[config.mk]
export PLATFORM = sky130hd
export DESIGN_NAME = oscdiv_top
export DESIGN_NICKNAME = d
export VERILOG_FILES = /design/src/rtl/oscdiv_pkg.sv /design/src/rtl/oscdiv_irq.sv /design/src/rtl/oscdiv_ratio_div.sv /design/src/rtl/oscdiv_top.sv
export SDC_FILE = /design/constraint.sdc
export NUM_CORES = 1
export LEC_CHECK = 0
export BUFFER_PORTS_ARGS = -buffer_cell sky130_fd_sc_hd__buf_2
export CORE_MARGIN = 2
export CORE_UTILIZATION = 50
export CTS_CLUSTER_DIAMETER = 200
export DETAILED_ROUTE_END_ITERATION = 8
export PLACE_DENSITY = 0.76
export SLEW_MARGIN = 20
export SYNTH_ARGS = -nofsm -noshare
export SYNTH_HDL_FRONTEND = slang
export SYNTH_HIERARCHICAL = 1
export SYNTH_SLANG_ARGS = --single-unit
[constraint.sdc]
create_clock -name pclk -period 3.8 [get_ports pclk]
set_input_delay 0.19 -clock pclk [delete_from_list [all_inputs] [get_ports pclk]]
set_output_delay 0.19 -clock pclk [all_outputs]
set_load 0.005 [all_outputs]
[src/rtl/oscdiv_pkg.sv]
// Purpose: Constants and types for the oscillator switch and clock divider
// Assumes: APB word registers, 32-bit data, 16-bit registers in low bits
// Notes: Offsets, keys and switch delay are plain defaults
package oscdiv_pkg;

    // Register byte offsets
    localparam logic [7:0] OFS_OSC_CTRL = 8'h00;
    localparam logic [7:0] OFS_CLK_DIV = 8'h04;
    localparam logic [7:0] OFS_IRQ_STATUS = 8'h08;
    localparam logic [7:0] OFS_IRQ_MASK = 8'h0c;
    localparam logic [7:0] OFS_UNLOCK = 8'h10;

    // Oscillator control field positions
    localparam int OSC_COSC_LSB = 12;
    localparam int OSC_NOSC_LSB = 8;
    localparam int OSC_UNUSED_BIT = 4;
    localparam int OSC_CF_BIT = 3;
    localparam int OSC_SWREQ_BIT = 0;

    // Clock divisor field positions
    localparam int DIV_ROI_BIT = 15;
    localparam int DIV_DOZE_LSB = 12;
    localparam int DIV_REDUCTION_MODE_EN_BIT = 11;
    localparam int DIV_FRCDIV_LSB = 8;
    localparam int DIV_PLLPOST_LSB = 6;
    localparam int DIV_PLLPRE_LSB = 0;

    // Codes and reset values
    localparam logic [2:0] OSC_CODE_BACKUP = 3'h4;
    localparam logic [2:0] OSC_CODE_RESET = 3'h0;
    localparam logic [2:0] DOZE_CODE_OFF = 3'h0;
    localparam logic [2:0] FRC_DIV_RESET = 3'h1;
    localparam logic [1:0] VCO_DIV_RESERVED = 2'h2;
    localparam logic [31:0] UNLOCK_KEY1 = 32'h0000_0046;
    localparam logic [31:0] UNLOCK_KEY2 = 32'h0000_0057;
    localparam logic [7:0] SWITCH_CYCLES = 8'h08;
    localparam int DOZE_TOP_SHIFT = 7;
    localparam int FRC_TOP_SHIFT = 8;

    // Interrupt status bits
    localparam int IRQ_W = 3;
    localparam int IRQ_CLK_FAIL = 0;
    localparam int IRQ_SWITCH_DONE = 1;
    localparam int IRQ_FRC_FAIL = 2;

    typedef struct packed {
        logic [2:0] current_osc_select;
        logic [2:0] new_osc_select;
        logic clock_fail_flag;
        logic osc_switch_request;
    } oscdiv_osc_t;

    typedef struct packed {
        logic recover_on_irq;
        logic [2:0] doze;
        logic reduction_mode_en;
        logic [2:0] fast_rc_postscale;
        logic [1:0] vco_output_divider;
        logic [4:0] pll_input_prescale;
    } oscdiv_div_t;

    typedef enum logic [1:0] {
        SW_IDLE = 2'b00,
        SW_WAIT = 2'b01,
        SW_DONE = 2'b11
    } oscdiv_sw_state_t;

endpackage

[src/rtl/oscdiv_irq.sv]
// Purpose: Sticky event status, mask and level interrupt
// Assumes: Status is write-one-to-clear, a new event wins over the clear
// Notes: Mask has the status layout
`timescale 1ns/1ps
`default_nettype none
module oscdiv_irq
    import oscdiv_pkg::*;
#(
    parameter int W = IRQ_W
) (
    input wire logic pclk,
    input wire logic presetn,
    input wire logic [W-1:0] events,
    input wire logic wr_status,
    input wire logic wr_mask,
    input wire logic [W-1:0] wdata,
    output logic [W-1:0] status_q,
    output logic [W-1:0] mask_q,
    output logic irq
);
    logic [W-1:0] status_d;
    logic [W-1:0] mask_d;

    always_comb begin
        status_d = (status_q & ~(wr_status ? wdata : '0)) | events;
        mask_d = wr_mask ? wdata : mask_q;
    end

    always_ff @(posedge pclk or negedge presetn) begin
        if (!presetn) begin
            status_q <= '0;
            mask_q <= '0;
        end else begin
            status_q <= status_d;
            mask_q <= mask_d;
        end
    end

    assign irq = |(status_q & mask_q);
endmodule
`default_nettype wire

[src/rtl/oscdiv_ratio_div.sv]
// Purpose: Power-of-two tick generator for clock ratios
// Assumes: Code n gives one tick every 2^n cycles, top code uses TOP_SHIFT
// Notes: Counter restarts when it reaches or passes the limit
`timescale 1ns/1ps
`default_nettype none
module oscdiv_ratio_div
    import oscdiv_pkg::*;
#(
    parameter int TOP_SHIFT = 7
) (
    input wire logic pclk,
    input wire logic presetn,
    input wire logic [2:0] ratio_code,
    output logic tick
);
    logic [7:0] cnt_q;
    logic [7:0] cnt_d;
    logic [8:0] limit;

    always_comb begin
        if (ratio_code == 3'h7) begin
            limit = 9'(9'h001 << TOP_SHIFT) - 9'h001;
        end else begin
            limit = (9'h001 << ratio_code) - 9'h001;
        end
        tick = ({1'b0, cnt_q} >= limit);
        cnt_d = tick ? 8'h00 : cnt_q + 8'h01;
    end

    always_ff @(posedge pclk or negedge presetn) begin
        if (!presetn) begin
            cnt_q <= 8'h00;
        end else begin
            cnt_q <= cnt_d;
        end
    end
endmodule
`default_nettype wire

[src/rtl/oscdiv_top.sv]
// Purpose: Oscillator switch control and clock divisor registers on APB
// Assumes: presetn is the power-on reset, fail inputs come from other domains
// Notes: pready is always high, unmapped offsets answer pslverr
//
// Our own choices: the register addresses and the APB register port.
`timescale 1ns/1ps
`default_nettype none
//////////////////////////////////////////////////////////////////////////////
module oscdiv_top
    import oscdiv_pkg::*;
(
    input wire logic pclk,
    input wire logic presetn,
    input wire logic psel,
    input wire logic penable,
    input wire logic pwrite,
    input wire logic [7:0] paddr,
    input wire logic [31:0] pwdata,
    output logic [31:0] prdata,
    output logic pready,
    output logic pslverr,
    input wire logic clock_fail_monitor,
    input wire logic fast_rc_fail,
    input wire logic irq_event,
    output logic [2:0] osc_select,
    output logic [2:0] fast_rc_postscale,
    output logic [1:0] vco_output_divider,
    output logic [4:0] pll_input_prescale,
    output logic instruction_clock_tick,
    output logic fast_rc_tick,
    output logic irq
);
    //////////////////////////////////////////////////////////////////////////
    // Bus decode
    logic wr_en;
    logic rd_setup;
    logic hit;
    logic wr_osc;
    logic wr_div;
    logic wr_unlock;

    always_comb begin
        hit = (paddr == OFS_OSC_CTRL) || (paddr == OFS_CLK_DIV) ||
              (paddr == OFS_IRQ_STATUS) || (paddr == OFS_IRQ_MASK) ||
              (paddr == OFS_UNLOCK);
        wr_en = psel && penable && pwrite && hit;
        rd_setup = psel && !penable && !pwrite;
        wr_osc = wr_en && (paddr == OFS_OSC_CTRL);
        wr_div = wr_en && (paddr == OFS_CLK_DIV);
        wr_unlock = wr_en && (paddr == OFS_UNLOCK);
    end

    assign pready = 1'b1;
    assign pslverr = psel && penable && !hit;

    //////////////////////////////////////////////////////////////////////////
    // Pin synchronisers
    logic [1:0] cfm_sync_q;
    logic [1:0] frf_sync_q;
    logic cfm_prev_q;
    logic frf_prev_q;
    logic cfm_rise;
    logic frf_rise;

    always_ff @(posedge pclk or negedge presetn) begin
        if (!presetn) begin
            cfm_sync_q <= 2'h0;
            frf_sync_q <= 2'h0;
            cfm_prev_q <= 1'b0;
            frf_prev_q <= 1'b0;
        end else begin
            cfm_sync_q <= {cfm_sync_q[0], clock_fail_monitor};
            frf_sync_q <= {frf_sync_q[0], fast_rc_fail};
            cfm_prev_q <= cfm_sync_q[1];
            frf_prev_q <= frf_sync_q[1];
        end
    end

    assign cfm_rise = cfm_sync_q[1] && !cfm_prev_q;
    assign frf_rise = frf_sync_q[1] && !frf_prev_q;

    //////////////////////////////////////////////////////////////////////////
    // Unlock sequence: key 1 then key 2 arms one oscillator control write
    logic key1_seen_q;
    logic key1_seen_d;
    logic armed_q;
    logic armed_d;

    always_comb begin
        key1_seen_d = key1_seen_q;
        armed_d = armed_q;
        if (wr_unlock) begin
            key1_seen_d = (pwdata == UNLOCK_KEY1);
            armed_d = key1_seen_q && (pwdata == UNLOCK_KEY2);
        end else if (wr_en) begin
            key1_seen_d = 1'b0;
            if (wr_osc) begin
                armed_d = 1'b0;
            end
        end
    end

    always_ff @(posedge pclk or negedge presetn) begin
        if (!presetn) begin
            key1_seen_q <= 1'b0;
            armed_q <= 1'b0;
        end else begin
            key1_seen_q <= key1_seen_d;
            armed_q <= armed_d;
        end
    end

    //////////////////////////////////////////////////////////////////////////
    // Oscillator control and switch sequencer
    oscdiv_osc_t osc_q;
    oscdiv_osc_t osc_d;
    oscdiv_sw_state_t sw_q;
    oscdiv_sw_state_t sw_d;
    logic [7:0] sw_cnt_q;
    logic [7:0] sw_cnt_d;
    logic switch_done;
    logic [2:0] wr_nosc;

    always_comb begin
        osc_d = osc_q;
        sw_d = sw_q;
        sw_cnt_d = sw_cnt_q;
        switch_done = 1'b0;
        wr_nosc = pwdata[OSC_NOSC_LSB +: 3];
        if (wr_osc && armed_q) begin
            if (wr_nosc != OSC_CODE_BACKUP) begin
                osc_d.new_osc_select = wr_nosc;
            end
            if (!pwdata[OSC_CF_BIT]) begin
                osc_d.clock_fail_flag = 1'b0;
            end
        end
        case (sw_q)
            SW_IDLE: begin
                if (wr_osc && armed_q && pwdata[OSC_SWREQ_BIT]) begin
                    osc_d.osc_switch_request = 1'b1;
                    sw_cnt_d = SWITCH_CYCLES - 8'h01;
                    sw_d = SW_WAIT;
                end
            end
            SW_WAIT: begin
                if (sw_cnt_q == 8'h00) begin
                    sw_d = SW_DONE;
                end else begin
                    sw_cnt_d = sw_cnt_q - 8'h01;
                end
            end
            SW_DONE: begin
                osc_d.current_osc_select = osc_q.new_osc_select;
                osc_d.osc_switch_request = 1'b0;
                switch_done = 1'b1;
                sw_d = SW_IDLE;
            end
            default: begin
                sw_d = SW_IDLE;
            end
        endcase
        if (frf_rise) begin
            osc_d.current_osc_select = OSC_CODE_BACKUP;
        end
        if (cfm_rise) begin
            osc_d.clock_fail_flag = 1'b1;
        end
    end

    // Power-on reset only; no other reset reaches these registers
    always_ff @(posedge pclk or negedge presetn) begin
        if (!presetn) begin
            osc_q <= '{OSC_CODE_RESET, OSC_CODE_RESET, 1'b0, 1'b0};
            sw_q <= SW_IDLE;
            sw_cnt_q <= 8'h00;
        end else begin
            osc_q <= osc_d;
            sw_q <= sw_d;
            sw_cnt_q <= sw_cnt_d;
        end
    end

    //////////////////////////////////////////////////////////////////////////
    // Clock divisor register
    oscdiv_div_t div_q;
    oscdiv_div_t div_d;
    logic [2:0] doze_next;

    always_comb begin
        div_d = div_q;
        doze_next = div_q.doze;
        if (wr_div) begin
            if (!div_q.reduction_mode_en) begin
                doze_next = pwdata[DIV_DOZE_LSB +: 3];
            end
            div_d.doze = doze_next;
            div_d.recover_on_irq = pwdata[DIV_ROI_BIT];
            div_d.reduction_mode_en = pwdata[DIV_REDUCTION_MODE_EN_BIT] &&
                                      (doze_next != DOZE_CODE_OFF);
            div_d.fast_rc_postscale = pwdata[DIV_FRCDIV_LSB +: 3];
            if (pwdata[DIV_PLLPOST_LSB +: 2] != VCO_DIV_RESERVED) begin
                div_d.vco_output_divider = pwdata[DIV_PLLPOST_LSB +: 2];
            end
            div_d.pll_input_prescale = pwdata[DIV_PLLPRE_LSB +: 5];
        end
        if (div_q.recover_on_irq && irq_event) begin
            div_d.reduction_mode_en = 1'b0;
        end
    end

    always_ff @(posedge pclk or negedge presetn) begin
        if (!presetn) begin
            div_q <= '{1'b0, DOZE_CODE_OFF, 1'b0, FRC_DIV_RESET, 2'h0, 5'h00};
        end else begin
            div_q <= div_d;
        end
    end

    //////////////////////////////////////////////////////////////////////////
    // Ratio dividers
    logic [2:0] cpu_code;

    assign cpu_code = div_q.reduction_mode_en ? div_q.doze : DOZE_CODE_OFF;

    oscdiv_ratio_div #(.TOP_SHIFT(DOZE_TOP_SHIFT)) u_cpu_div (
        .pclk(pclk),
        .presetn(presetn),
        .ratio_code(cpu_code),
        .tick(instruction_clock_tick)
    );

    oscdiv_ratio_div #(.TOP_SHIFT(FRC_TOP_SHIFT)) u_frc_div (
        .pclk(pclk),
        .presetn(presetn),
        .ratio_code(div_q.fast_rc_postscale),
        .tick(fast_rc_tick)
    );

    //////////////////////////////////////////////////////////////////////////
    // Interrupts
    logic [IRQ_W-1:0] irq_status;
    logic [IRQ_W-1:0] irq_mask;

    oscdiv_irq #(.W(IRQ_W)) u_irq (
        .pclk(pclk),
        .presetn(presetn),
        .events({frf_rise, switch_done, cfm_rise}),
        .wr_status(wr_en && (paddr == OFS_IRQ_STATUS)),
        .wr_mask(wr_en && (paddr == OFS_IRQ_MASK)),
        .wdata(pwdata[IRQ_W-1:0]),
        .status_q(irq_status),
        .mask_q(irq_mask),
        .irq(irq)
    );

    //////////////////////////////////////////////////////////////////////////
    // Read data, captured in the setup phase
    logic [31:0] rdata_q;
    logic [31:0] rdata_d;

    always_comb begin
        rdata_d = rdata_q;
        if (rd_setup) begin
            rdata_d = 32'h0000_0000;
            case (paddr)
                OFS_OSC_CTRL: begin
                    rdata_d[OSC_COSC_LSB +: 3] = osc_q.current_osc_select;
                    rdata_d[OSC_NOSC_LSB +: 3] = osc_q.new_osc_select;
                    rdata_d[OSC_CF_BIT] = osc_q.clock_fail_flag;
                    rdata_d[OSC_SWREQ_BIT] = osc_q.osc_switch_request;
                end
                OFS_CLK_DIV: begin
                    rdata_d[DIV_ROI_BIT] = div_q.recover_on_irq;
                    rdata_d[DIV_DOZE_LSB +: 3] = div_q.doze;
                    rdata_d[DIV_REDUCTION_MODE_EN_BIT] = div_q.reduction_mode_en;
                    rdata_d[DIV_FRCDIV_LSB +: 3] = div_q.fast_rc_postscale;
                    rdata_d[DIV_PLLPOST_LSB +: 2] = div_q.vco_output_divider;
                    rdata_d[DIV_PLLPRE_LSB +: 5] = div_q.pll_input_prescale;
                end
                OFS_IRQ_STATUS: begin
                    rdata_d[IRQ_W-1:0] = irq_status;
                end
                OFS_IRQ_MASK: begin
                    rdata_d[IRQ_W-1:0] = irq_mask;
                end
                default: begin
                    rdata_d = 32'h0000_0000;
                end
            endcase
        end
    end

    always_ff @(posedge pclk or negedge presetn) begin
        if (!presetn) begin
            rdata_q <= 32'h0000_0000;
        end else begin
            rdata_q <= rdata_d;
        end
    end

    assign prdata = rdata_q;
    assign osc_select = osc_q.current_osc_select;
    assign fast_rc_postscale = div_q.fast_rc_postscale;
    assign vco_output_divider = div_q.vco_output_divider;
    assign pll_input_prescale = div_q.pll_input_prescale;
endmodule
`default_nettype wire

Word level (Yosys, flattened, before mapping) --
Cells that the tools add are included. Widths: inputs -> output; s select.
Word-level totals: output and inout bits 50, word-level logic and storage cells 137, input port bits 48, register bits after elaboration 78
Operators by class: order comparisons 2, $add $sub $neg 5, shift-type cells 2, bitwise logic cells 4, reduce and logical (&&, ||, !) cells 46, equality and inequality tests 16, mux-type cells 39
Operators with widths (number):
- $eq 32x7->1 const B | 2
- $mux 8 | 4
- $ge 8x9->1 | 2
- $logic_and 1x1->1 | 18
- $mux 3 | 6
- $mux 9 | 2
- $shl 1x3->9 const A | 2
- $sub 9x1->9 const B | 2
- $add 8x1->8 const B | 2
- $eq 8x4->1 const B | 2
- $logic_not 8->1 | 2
- $pmux 8 s2 | 1
- $mux 1 | 14
- $reduce_bool 2->1 | 7
- $pmux 3 s2 | 2
- $reduce_and 2->1 | 6
- $mux 11 | 1
- $eq 8x3->1 const B | 1
- $eq 8x5->1 const B | 1
- $mux 2 | 4
- $ne 2x2->1 const B | 4
- $sub 8x1->8 const B | 1
- $and 3x3->3 | 2
- $eq 3x3->1 const B | 2
- other kinds (16) | 24

Longest topological paths before layout --
Gate-level depths: netlist of run 1.
depth in word-level cells 12, mapped depth 12, gate-level depth less buffers 12

Modules after synthesis --
The synthesis of run 1 kept the hierarchy.
Modules (own cells, without submodules):
- oscdiv_top | sequential area each 1402.6 µm², instances 1, cells an instance 288, area each 2919.0 µm²
- oscdiv_ratio_div (u_cpu_div) | sequential area each 200.2 µm², instances 1, cells an instance 72, area each 683.2 µm²
- oscdiv_ratio_div (u_frc_div) | sequential area each 200.2 µm², instances 1, cells an instance 72, area each 650.6 µm²
- oscdiv_irq | sequential area each 150.1 µm², instances 1, cells an instance 17, area each 231.5 µm²

Least setup slack after synthesis of run 1 --
Ideal clock, no wire load.
path kind reg2out, start point reg div_q, in the netlist fast_rc_postscale[1], end point out fast_rc_tick, stages on the path, launching flop included 13, data arrival time 2.569 ns, path slack 1.041 ns, path buffers 0, data required time 3.610 ns, path through dfrtp_1 nor2_1 nand2_1 ha_1 inv_2 or3_1 a21oi_1 a211o_2 ha_1 a211o_1 o211ai_1 o211ai_2 and2_1
On the way: word-level cells in the longest chain between the ends 4, elaborated cells between the ends (all ways) 5, classes of those cells 1 x add/sub; 1 x order compare; 1 x eq/ne; 1 x shift; 1 x mux
RTL lines:
- start, declared | line oscdiv_top.sv:186 | oscdiv_div_t div_q;
- start signal, assigned | line oscdiv_top.sv:214 | div_q <= '{1'b0, DOZE_CODE_OFF, 1'b0, FRC_DIV_RESET, 2'h0, 5'h00};
- start signal, assigned | line oscdiv_top.sv:216 | div_q <= div_d;
- $shl 1x3->9 | line oscdiv_ratio_div.sv:24 | limit = (9'h001 << ratio_code) - 9'h001;
- $sub 9x1->9 | line oscdiv_ratio_div.sv:24
- $mux 9 (*) | line oscdiv_ratio_div.sv:21 | if (ratio_code == 3'h7) begin
- $ge 8x9->1 (*) | line oscdiv_ratio_div.sv:26 | tick = ({1'b0, cnt_q} >= limit);
- end, declared | line oscdiv_top.sv:30 | output logic fast_rc_tick,
Mark *: on every way between the ends. The rest lies on a longest branch, timed or not.

Worst setup path after layout of run 1 --
Same ends and word-level chain as after synthesis.

==> results of run 1 <==
## final cells by class
| class | instances | area, um^2 | area share |
|---|---|---|---|
| multi-input cells | 326 | 2230 | 0.438 |
| flip-flops and latches | 78 | 1950 | 0.383 |
| repair buffers | 85 | 470 | 0.0923 |
| clock buffers | 13 | 169 | 0.0331 |
| well taps | 108 | 135 | 0.0265 |
| inverters | 19 | 71.3 | 0.0140 |
| clock inverters | 3 | 65.1 | 0.0128 |
## routing by layer
metal  part of all wire  vias up  track usage
li1                   -     1691            -
met1               0.43     1732        0.285
met2               0.50      114        0.356
met3              0.060       11       0.0475
met4              0.010        0       0.0664
met5                  0        -            0
## metrics by stage
| stage | hold slack [ns] | instance area, um^2 | worst slack (ns) | cells | total power (uW) |
|---|---|---|---|---|---|
| 6_report | 0.0556 | 5100 | 0.211 | 632 | 1900 |
| 5_1_grt | 0.0723 | 5100 | 0.00412 | 632 | 1990 |
| 4_1_cts | 0.0282 | 5060 | 0.233 | 630 | 1910 |
| 3_5_place_dp | 0.300 | 4810 | 0.626 | 612 | 1190 |
| 3_3_place_gp | 0.299 | 4810 | 0.822 | 612 | 1170 |
| 2_1_floorplan | -0.106 | 4540 | 1.04 | 465 | 1100 |
## registers in the layout (all words and copies together), names as in the netlist, 3 cells and up
name	cells
prdata	15
sw_cnt_q	8
u_cpu_div/cnt_q	8
u_frc_div/cnt_q	8
div_q	5
osc_q	5
pll_input_prescale	5
fast_rc_postscale	3
osc_select	3
u_irq/mask_q	3
u_irq/status_q	3
## worst register-to-register path: cells and delay by family (launching register included)
| family | cells | cell delay [ns] |
|---|---|---|
| compound gates | 6 | 1.13 |
| fa+ha+maj | 2 | 0.59 |
| buf+inv | 1 | 0.10 |
| flops | 1 | 0.49 |
| simple gates | 3 | 0.59 |
## placed cells by master, fill, tap and decap left out, types with 10 or more instances in the layout
master	netlist	layout
buf_2	1	78
dfrtp_1	77	77
nand2_1	53	53
a21oi_1	29	29
ha_1	22	22
nor2_1	19	19
conb_1	3	19
inv_1	18	18
o21ai_0	12	12
clkbuf_8	0	12
and3_1	11	11
and2_1	10	10
nand3_1	10	10
xnor2_1	10	10
## report_power, final
group | internal [uW] | switching [uW]
Sequential | 862 | 35.3
Clock | 423 | 298
Combinational | 126 | 153
## kinds of logic (layout without fill, tap and decap cells)
kind of cell             Yosys count  count (layout)  synth area share
AO/OA/AOI/OAI                     95              95             0.154
adder cells (fa/ha/maj)           22              22            0.0614
AND/OR/NAND/NOR                  163             163             0.205
flip-flops                        78              78             0.436
multiplexers                      13              13            0.0346
XOR/XNOR                          14              14            0.0273
other                              3              19           0.00251
buffers and inverters             61             120            0.0798
## worst max-delay path by stage
stage	from	to	slack, ns
after floorplan	fast_rc_postscale[1]	fast_rc_tick	1.04
after global placement	fast_rc_postscale[1]	fast_rc_tick	0.82
after detailed placement	fast_rc_postscale[1]	fast_rc_tick	0.63
after CTS	fast_rc_postscale[1]	fast_rc_tick	0.23
after global routing	fast_rc_postscale[1]	fast_rc_tick	0.004
final	fast_rc_postscale[1]	fast_rc_tick	0.21
==> flow_summary.json, run 1 <==
{
  "outcome": "finished clean",
  "hold_viol": 0,
  "grt_pass1_vias": 3501,
  "hp-class": "input port to register",
  "post-route-util": 0.585,
  "routed_via_density": 5.61,
  "async_flop_share": 1.00,
  "tritoncts": "done",
  "nNetsFinal": 589,
  "setup.worst_path.class": "register to primary output",
  "antenna_left": 0,
  "area_growth_pct": 13.7,
  "cts_buffers": 9,
  "cts_resized": 0,
  "ys_seq_elements": 78,
  "gp_congestion": 0.872,
  "synth_warnings": 6,
  "fmax_mhz": 279,
  "yosys_most_used_dff": "dfrtp_1",
  "die_y_um": 98.7,
  "min_period_over_period": 0.944,
  "clockBufferDepth": 2,
  "vias": 3548,
  "min_period_ns": 3.59,
  "setup_viol_count_final": 0,
  "r2r_cells": 12,
  "clkTransAtPathRegs_ns": 0.08,
  "dieArea_um2": 9740,
  "diodes": 0,
  "synth-edff-count": 0,
  "worst-path-buf-inv": 2,
  "cts_hold_buf": 2,
  "holdCritStartpoint": "pwdata[8]",
  "crit_path_cell_trace": "nor2_1, nand2_1, ha_1, inv_2, or3_1, a21oi_1, a211o_2, ha_1, a211o_1, o211ai_1, o211ai_2, and2_1, buf_2",
  "max_stage_delay_ns": 0.49,
  "fillers": 761,
  "dpl.hpwl_um": 7590,
  "critPathMostFrequentCell": "ha_1",
  "synth_top_area_frac": 0.430,
  "critPathRequiredTime_ns": 3.61,
  "synth.distinct_cells": 72,
  "hold_depth": 3,
  "drc": 0,
  "drtIter0Drc": 171,
  "worstReg2RegEnd": "u_frc_div/cnt_q[1]",
  "cp-start-kind": "register",
  "synthCells": 449,
  "ir_drop_mv": 0.165,
  "end_kind": "primary output",
  "netlist_area_um2": 4480,
  "grt_max_degree": 79,
  "r2r_setup_slack_ns": 0.79,
  "clock-sinks": 78,
  "drt_wl_total_um": 10200,
  "yosysSeqAreaShare": 0.436,
  "grt_usage": 0.215,
  "slew_headroom": 0.587,
  "row_count": 34,
  "synth_top_area_cell": "dfrtp_1",
  "reg2reg_from": "fast_rc_postscale[1]",
  "cp.arrival_ns": 3.40,
  "antenna_found_initial": 0,
  "first_pass_iters": 4,
  "cp_max_fo": 11,
  "critPathSlowestCell": "dfrtp_1",
  "start_util": 0.514,
  "yosysMostFrequentCell": "dfrtp_1",
  "htreeDepth": 3,
  "finalSetupTns_ns": 0,
  "worst_pin_slew_ns": 0.614,
  "postCtsSetupRepairBufs": 0,
  "synth_commonest_cells": "dfrtp_1, nand2_1, buf_4, a21oi_1, ha_1",
  "clk_latency_ns": 0.35,
  "io_pins": 98,
  "yosys-top-cells-area": "dfrtp_1, ha_1, buf_4",
  "path_delay_family": "compound AO/OA/AOI/OAI gates",
  "cp.depth": 13,
  "post_drt_wl_per_cell_um": 16.2,
  "drv_cap": 0,
  "holdPathEnd": "fast_rc_postscale[0]",
  "core_area_um2": 8720,
  "drv_slew": 0,
  "drive_gt1_frac": 0.254,
  "leakagePower_uw": 0.00253,
  "p_per_area_nw_per_um2": 372,
  "clock_skew_ns": 0.0121,
  "overflow": 0,
  "cts-root-buf": "clkbuf_8",
  "synth.avg_cell_area_um2": 9.99,
  "numPortBuffers": 79,
  "rsz0062_at_grt": "no",
  "grt_pass1_wl_um": 16800,
  "die_x_um": 98.7
}
Power figures use the tool's default switching activity.
==> inputs of run 2 (changes only) <==
--- a/config.mk
+++ b/config.mk
@@ -5,12 +5,12 @@
 export SDC_FILE = /design/constraint.sdc
 export NUM_CORES = 1
 export LEC_CHECK = 0
-export BUFFER_PORTS_ARGS = -buffer_cell sky130_fd_sc_hd__buf_2
 export CORE_MARGIN = 2
 export CORE_UTILIZATION = 50
 export CTS_CLUSTER_DIAMETER = 200
 export DETAILED_ROUTE_END_ITERATION = 8
-export PLACE_DENSITY = 0.76
+export DONT_BUFFER_PORTS = 1
+export PLACE_DENSITY = 0.67
 export SLEW_MARGIN = 20
 export SYNTH_ARGS = -nofsm -noshare
 export SYNTH_HDL_FRONTEND = slang
==> run 2 against run 1 <==
  * Design area fell by 5.7%
  * Count of clock-buffer cells in the layout down 4
  * Clock power decreased by 13%
  * Register-to-register slack improved by 0.05 ns
  * Final cell count is 10% lower
  * First-iteration DRC count up 17%
  * Hold slack got worse by 0.025 ns
  * Largest cell class unchanged
==> flow_summary.json, run 2 (synthesis results as in run 1) <==
{
  "diodes": 0,
  "holdCritStartpoint": "pwdata[10]",
  "setup_viol_count_final": 0,
  "finalSetupTns_ns": 0,
  "grt_pass1_wl_um": 16300,
  "worst_pin_slew_ns": 0.950,
  "hold_viol": 0,
  "overflow": 0,
  "placed_area_um2": 4400,
  "cp.arrival_ns": 3.28,
  "leakagePower_uw": 0.00221,
  "critPathSlowestCell": "dfrtp_1",
  "vias": 3306,
  "drc": 0,
  "hp-class": "input port to register",
  "max_stage_delay_ns": 0.52,
  "crit_path_cell_trace": "nor2_2, nand2_1, ha_1, inv_2, or3_1, a21oi_1, a211o_2, ha_1, and4_1, o21ai_1, o211ai_2, and2_1",
  "cts-root-buf": "clkbuf_8",
  "grt_usage": 0.212,
  "grt_pass1_vias": 3235,
  "numPortBuffers": 0,
  "cp-start-kind": "register",
  "clock_skew_ns": 0.0178,
  "fillers": 773,
  "area_growth_pct": 7.17,
  "fin_area_um2": 4810,
  "row_count": 34,
  "largest_reg_flops": 15,
  "slew_headroom": 0.364,
  "min_period_ns": 3.47,
  "setup.worst_path.class": "register to primary output",
  "critPathRequiredTime_ns": 3.61,
  "dieArea_um2": 9740,
  "rsz0062_at_grt": "no",
  "clock-sinks": 78,
  "fmax_mhz": 289,
  "drv_cap": 0,
  "io_pins": 98,
  "worst-path-buf-inv": 1,
  "path_delay_family": "simple AND/OR/NAND/NOR gates",
  "post_drt_wl_per_cell_um": 17.4,
  "layout_commonest_cell": "dfrtp_1",
  "stdcell_count": 567,
  "die_y_um": 98.7,
  "nNetsFinal": 524,
  "routed_via_density": 5.83,
  "tritoncts": "done",
  "mostFrequentLayoutCells": "dfrtp_1, nand2_1, a21oi_1",
  "start_util": 0.514,
  "clk_latency_ns": 0.37,
  "cp_max_fo": 11,
  "die_x_um": 98.7,
  "gp_congestion": 0.812,
  "critPathMostFrequentCell": "ha_1",
  "ir_drop_mv": 0.245,
  "cts_buffers": 9,
  "fin_ws_ns": 0.334,
  "p_total_uw": 1770,
  "drv_slew": 0,
  "drtIter0Drc": 200,
  "core_area_um2": 8720,
  "antenna_found_initial": 0,
  "grt_max_degree": 79,
  "min_period_over_period": 0.912,
  "antenna_left": 0,
  "dpl_worst_slack_ns": 0.685,
  "setup.worst_path.start": "fast_rc_postscale[2]",
  "dpl.hpwl_um": 7030,
  "first_pass_iters": 4,
  "p_per_area_nw_per_um2": 369,
  "drt_wl_total_um": 9870,
  "drive_gt1_frac": 0.120,
  "reg2reg_from": "fast_rc_postscale[2]",
  "clockBufferDepth": 2,
  "end_kind": "primary output",
  "clkTransAtPathRegs_ns": 0.11,
  "outcome": "finished clean",
  "dpl.cell_count": 532,
  "htreeDepth": 3
}
-- run 2: layout make-up --
cell class / instances / area (um^2) / share of cell area
multi-input cells: 326 / 2240 / 0.465
flip-flops and latches: 78 / 1950 / 0.406
repair buffers: 20 / 215 / 0.0448
well taps: 108 / 135 / 0.0281
clock buffers: 9 / 124 / 0.0258
clock inverters: 7 / 71.3 / 0.0148
inverters: 19 / 71.3 / 0.0148
-- run 2: routing by layer --
metal / part of all wire / vias up / global-route usage
met1: 0.44 / 1628 / 0.282
met5: 0 / - / 0
li1: - / 1571 / -
met3: 0.055 / 14 / 0.0461
met4: 0.019 / 0 / 0.0938
met2: 0.48 / 93 / 0.335
-- run 2: final timing paths --
check                                            end  slack, ns  cells after the start
worst max-delay path                    fast_rc_tick       0.33                     12
max in group asynchronous       fast_rc_postscale[0]       3.09                      2
worst min register to register         frf_sync_q[1]       0.35                      0
worst min-delay path                        osc_q[4]       0.03                      2
min in group asynchronous                  prdata[4]       0.37                      2
worst max register to register    u_frc_div/cnt_q[4]       0.84                     12
-- run 2: power by group --
group | total, uW | internal (uW) | switching, uW
registers | 897 | 862 | 35.0
clock network | 627 | 262 | 365
logic | 249 | 112 | 137
total | 1770 | 1230 | 537
-- run 2: what timing repair did --
| action | in CTS | in global routing |
|---|---|---|
| setup buffers | 0 | 0 |
| endpoints found under the hold margin | 103 | 0 |
| hold buffers | 19 | 0 |
| setup endpoints to repair | 0 | 1 |
| resized for setup | 0 | 1 |
-- run 2: metrics by stage --
step	hold slack, ns	utilization
2_1_floorplan	-0.106	-
3_3_place_gp	-0.104	0.505
3_5_place_dp	-0.103	0.505
4_1_cts	0.00909	0.551
5_1_grt	0.0381	0.551
6_report	0.0307	0.551
==> inputs of run 3 (changes only) <==
==> constraint.sdc (replaced) <==
create_clock -name pclk -period 4.45 [get_ports pclk]
set_input_delay 0.2225 -clock pclk [delete_from_list [all_inputs] [get_ports pclk]]
set_output_delay 0.2225 -clock pclk [all_outputs]
set_load 0.005 [all_outputs]
==> run 3 against run 2 <==
  * Power decreased by 15%
  * Clock skew down 0.0046 ns
  * Die area did not move
  * Core utilization decreased by 0.34 points
  * Clock power shrank 14%
  * Routed wire length decreased by 2.2%
  * Design area is 0.62% lower
  * Critical endpoint unchanged
==> flow_summary.json, run 3 (synthesis results as in run 1) <==
{
  "power_frac_seq": 0.506,
  "drtIter0Drc": 166,
  "fmax_mhz": 286,
  "clkTransAtPathRegs_ns": 0.09,
  "setup.worst_path.class": "register to primary output",
  "cts_buffers": 9,
  "pwr-share-clk": 0.356,
  "p_comb_frac": 0.138,
  "largest_reg_flops": 15,
  "drv_cap": 0,
  "dieArea_um2": 9740,
  "swShare": 0.276,
  "grt_usage": 0.202,
  "p_switching_uw": 417,
  "core_area_um2": 8720,
  "worst_pin_slew_ns": 0.964,
  "cp_max_fo": 11,
  "htreeDepth": 3,
  "start_util": 0.514,
  "antenna_found_initial": 0,
  "drc": 0,
  "finalSetupTns_ns": 0,
  "overflow": 0,
  "antenna_left": 0,
  "first_pass_iters": 4,
  "dpl.hpwl_um": 6920,
  "die_x_um": 98.7,
  "min_period_over_period": 0.786,
  "placed_area_um2": 4400,
  "area_growth_pct": 6.50,
  "setup_viol_count_final": 0,
  "row_count": 34,
  "outcome": "finished clean",
  "critPathRequiredTime_ns": 4.23,
  "fin_area_um2": 4780,
  "internal_power_uw": 1090,
  "io_pins": 98,
  "drt_wl_total_um": 9660,
  "p_per_area_nw_per_um2": 316,
  "cp-start-kind": "register",
  "slew_headroom": 0.355,
  "fillers": 745,
  "reg2reg_from": "fast_rc_postscale[2]",
  "end_kind": "primary output",
  "hold_viol": 0,
  "ir_drop_mv": 0.163,
  "tritoncts": "done",
  "vias": 3232,
  "grt_pass1_wl_um": 15700,
  "setup.worst_path.start": "fast_rc_postscale[2]",
  "cp.arrival_ns": 3.27,
  "leakagePower_uw": 0.00219,
  "numPortBuffers": 0,
  "layout_commonest_cell": "dfrtp_1",
  "hp-class": "input port to register",
  "mostFrequentLayoutCells": "dfrtp_1, nand2_1, a21oi_1",
  "clock_skew_ns": 0.0132,
  "post_drt_wl_per_cell_um": 17.1,
  "diodes": 0,
  "holdCritStartpoint": "pwdata[2]",
  "clk_latency_ns": 0.35,
  "routed_via_density": 5.73,
  "grt_pass1_vias": 3152,
  "cts-root-buf": "clkbuf_8",
  "clockBufferDepth": 2,
  "die_y_um": 98.7,
  "drv_slew": 0,
  "rsz0062_at_grt": "no",
  "clock-sinks": 78,
  "gp_congestion": 0.796,
  "r2r_setup_slack_ns": 1.47,
  "min_period_ns": 3.50,
  "drive_gt1_frac": 0.116,
  "postCtsSetupRepairBufs": 0,
  "nNetsFinal": 521,
  "grt_max_degree": 79
}
[run 3: critical path: stages, from the launching register on]
cell      delay (ns)
dfrtp_1         0.52
nor2_1          0.33
nand2_1         0.11
ha_1            0.29
inv_2           0.11
or3_1           0.12
a21oi_1         0.06
a211o_2         0.30
ha_1            0.28
and4_1          0.16
o21ai_1         0.07
o211ai_2        0.36
and2_1          0.21
[run 3: area by class of cell]
class                           instances  area [um^2]  share of cell area
Sequential cell                        78         1950               0.409
Multi-Input combinational cell        326         2230               0.468
Clock inverter                          6         70.1              0.0147
Tap cell                              108          135              0.0283
Clock buffer                           10          128              0.0267
Timing Repair Buffer                   17          185              0.0388
Inverter                               19         71.3              0.0149
[run 3: path summary, 6_finish.rpt]
path | endpoint | depth (start not counted)
worst min register to register | frf_sync_q[1] | 0
worst max register to register | u_frc_div/cnt_q[3] | 12
worst min-delay path | u_irq/mask_q[2] | 1
worst max-delay path | fast_rc_tick | 12
min in group asynchronous | prdata[4] | 2
max in group asynchronous | fast_rc_postscale[0] | 2
[run 3: layer usage]
layer  part of all wire  track usage  vias up
li1                   -            -     1559
met1               0.45        0.276     1561
met2               0.47        0.313       99
met3              0.068       0.0525       13
met4              0.013       0.0727        0
met5                  0            0        -
[run 3: metrics by stage]
stage	std cells	setup WS [ns]	total power, uW	hold WS [ns]	utilization
3_3_place_gp	532	1.49	951	-0.0715	0.505
4_1_cts	561	0.943	1530	0.00117	0.544
6_report	564	0.953	1510	0.0189	0.548
5_1_grt	564	0.732	1590	0.00601	0.548
3_5_place_dp	532	1.34	961	-0.0712	0.505
2_1_floorplan	465	1.66	938	-0.0731	-
[run 3: power groups by stage]
stage          Combinational [uW]  Sequential, uW  Clock (uW)
3_3_place_gp                  173             778           0
4_1_cts                       210             765         553
6_report                      208             765         538
3_5_place_dp                  181             779           0
5_1_grt                       240             771         580
2_1_floorplan                 166             771           0
[run 3: repair_timing]
action / in CTS / in global routing
hold endpoints to repair: 92 / 3
hold buffers: 13 / 3
gates resized for setup: 0 / 0
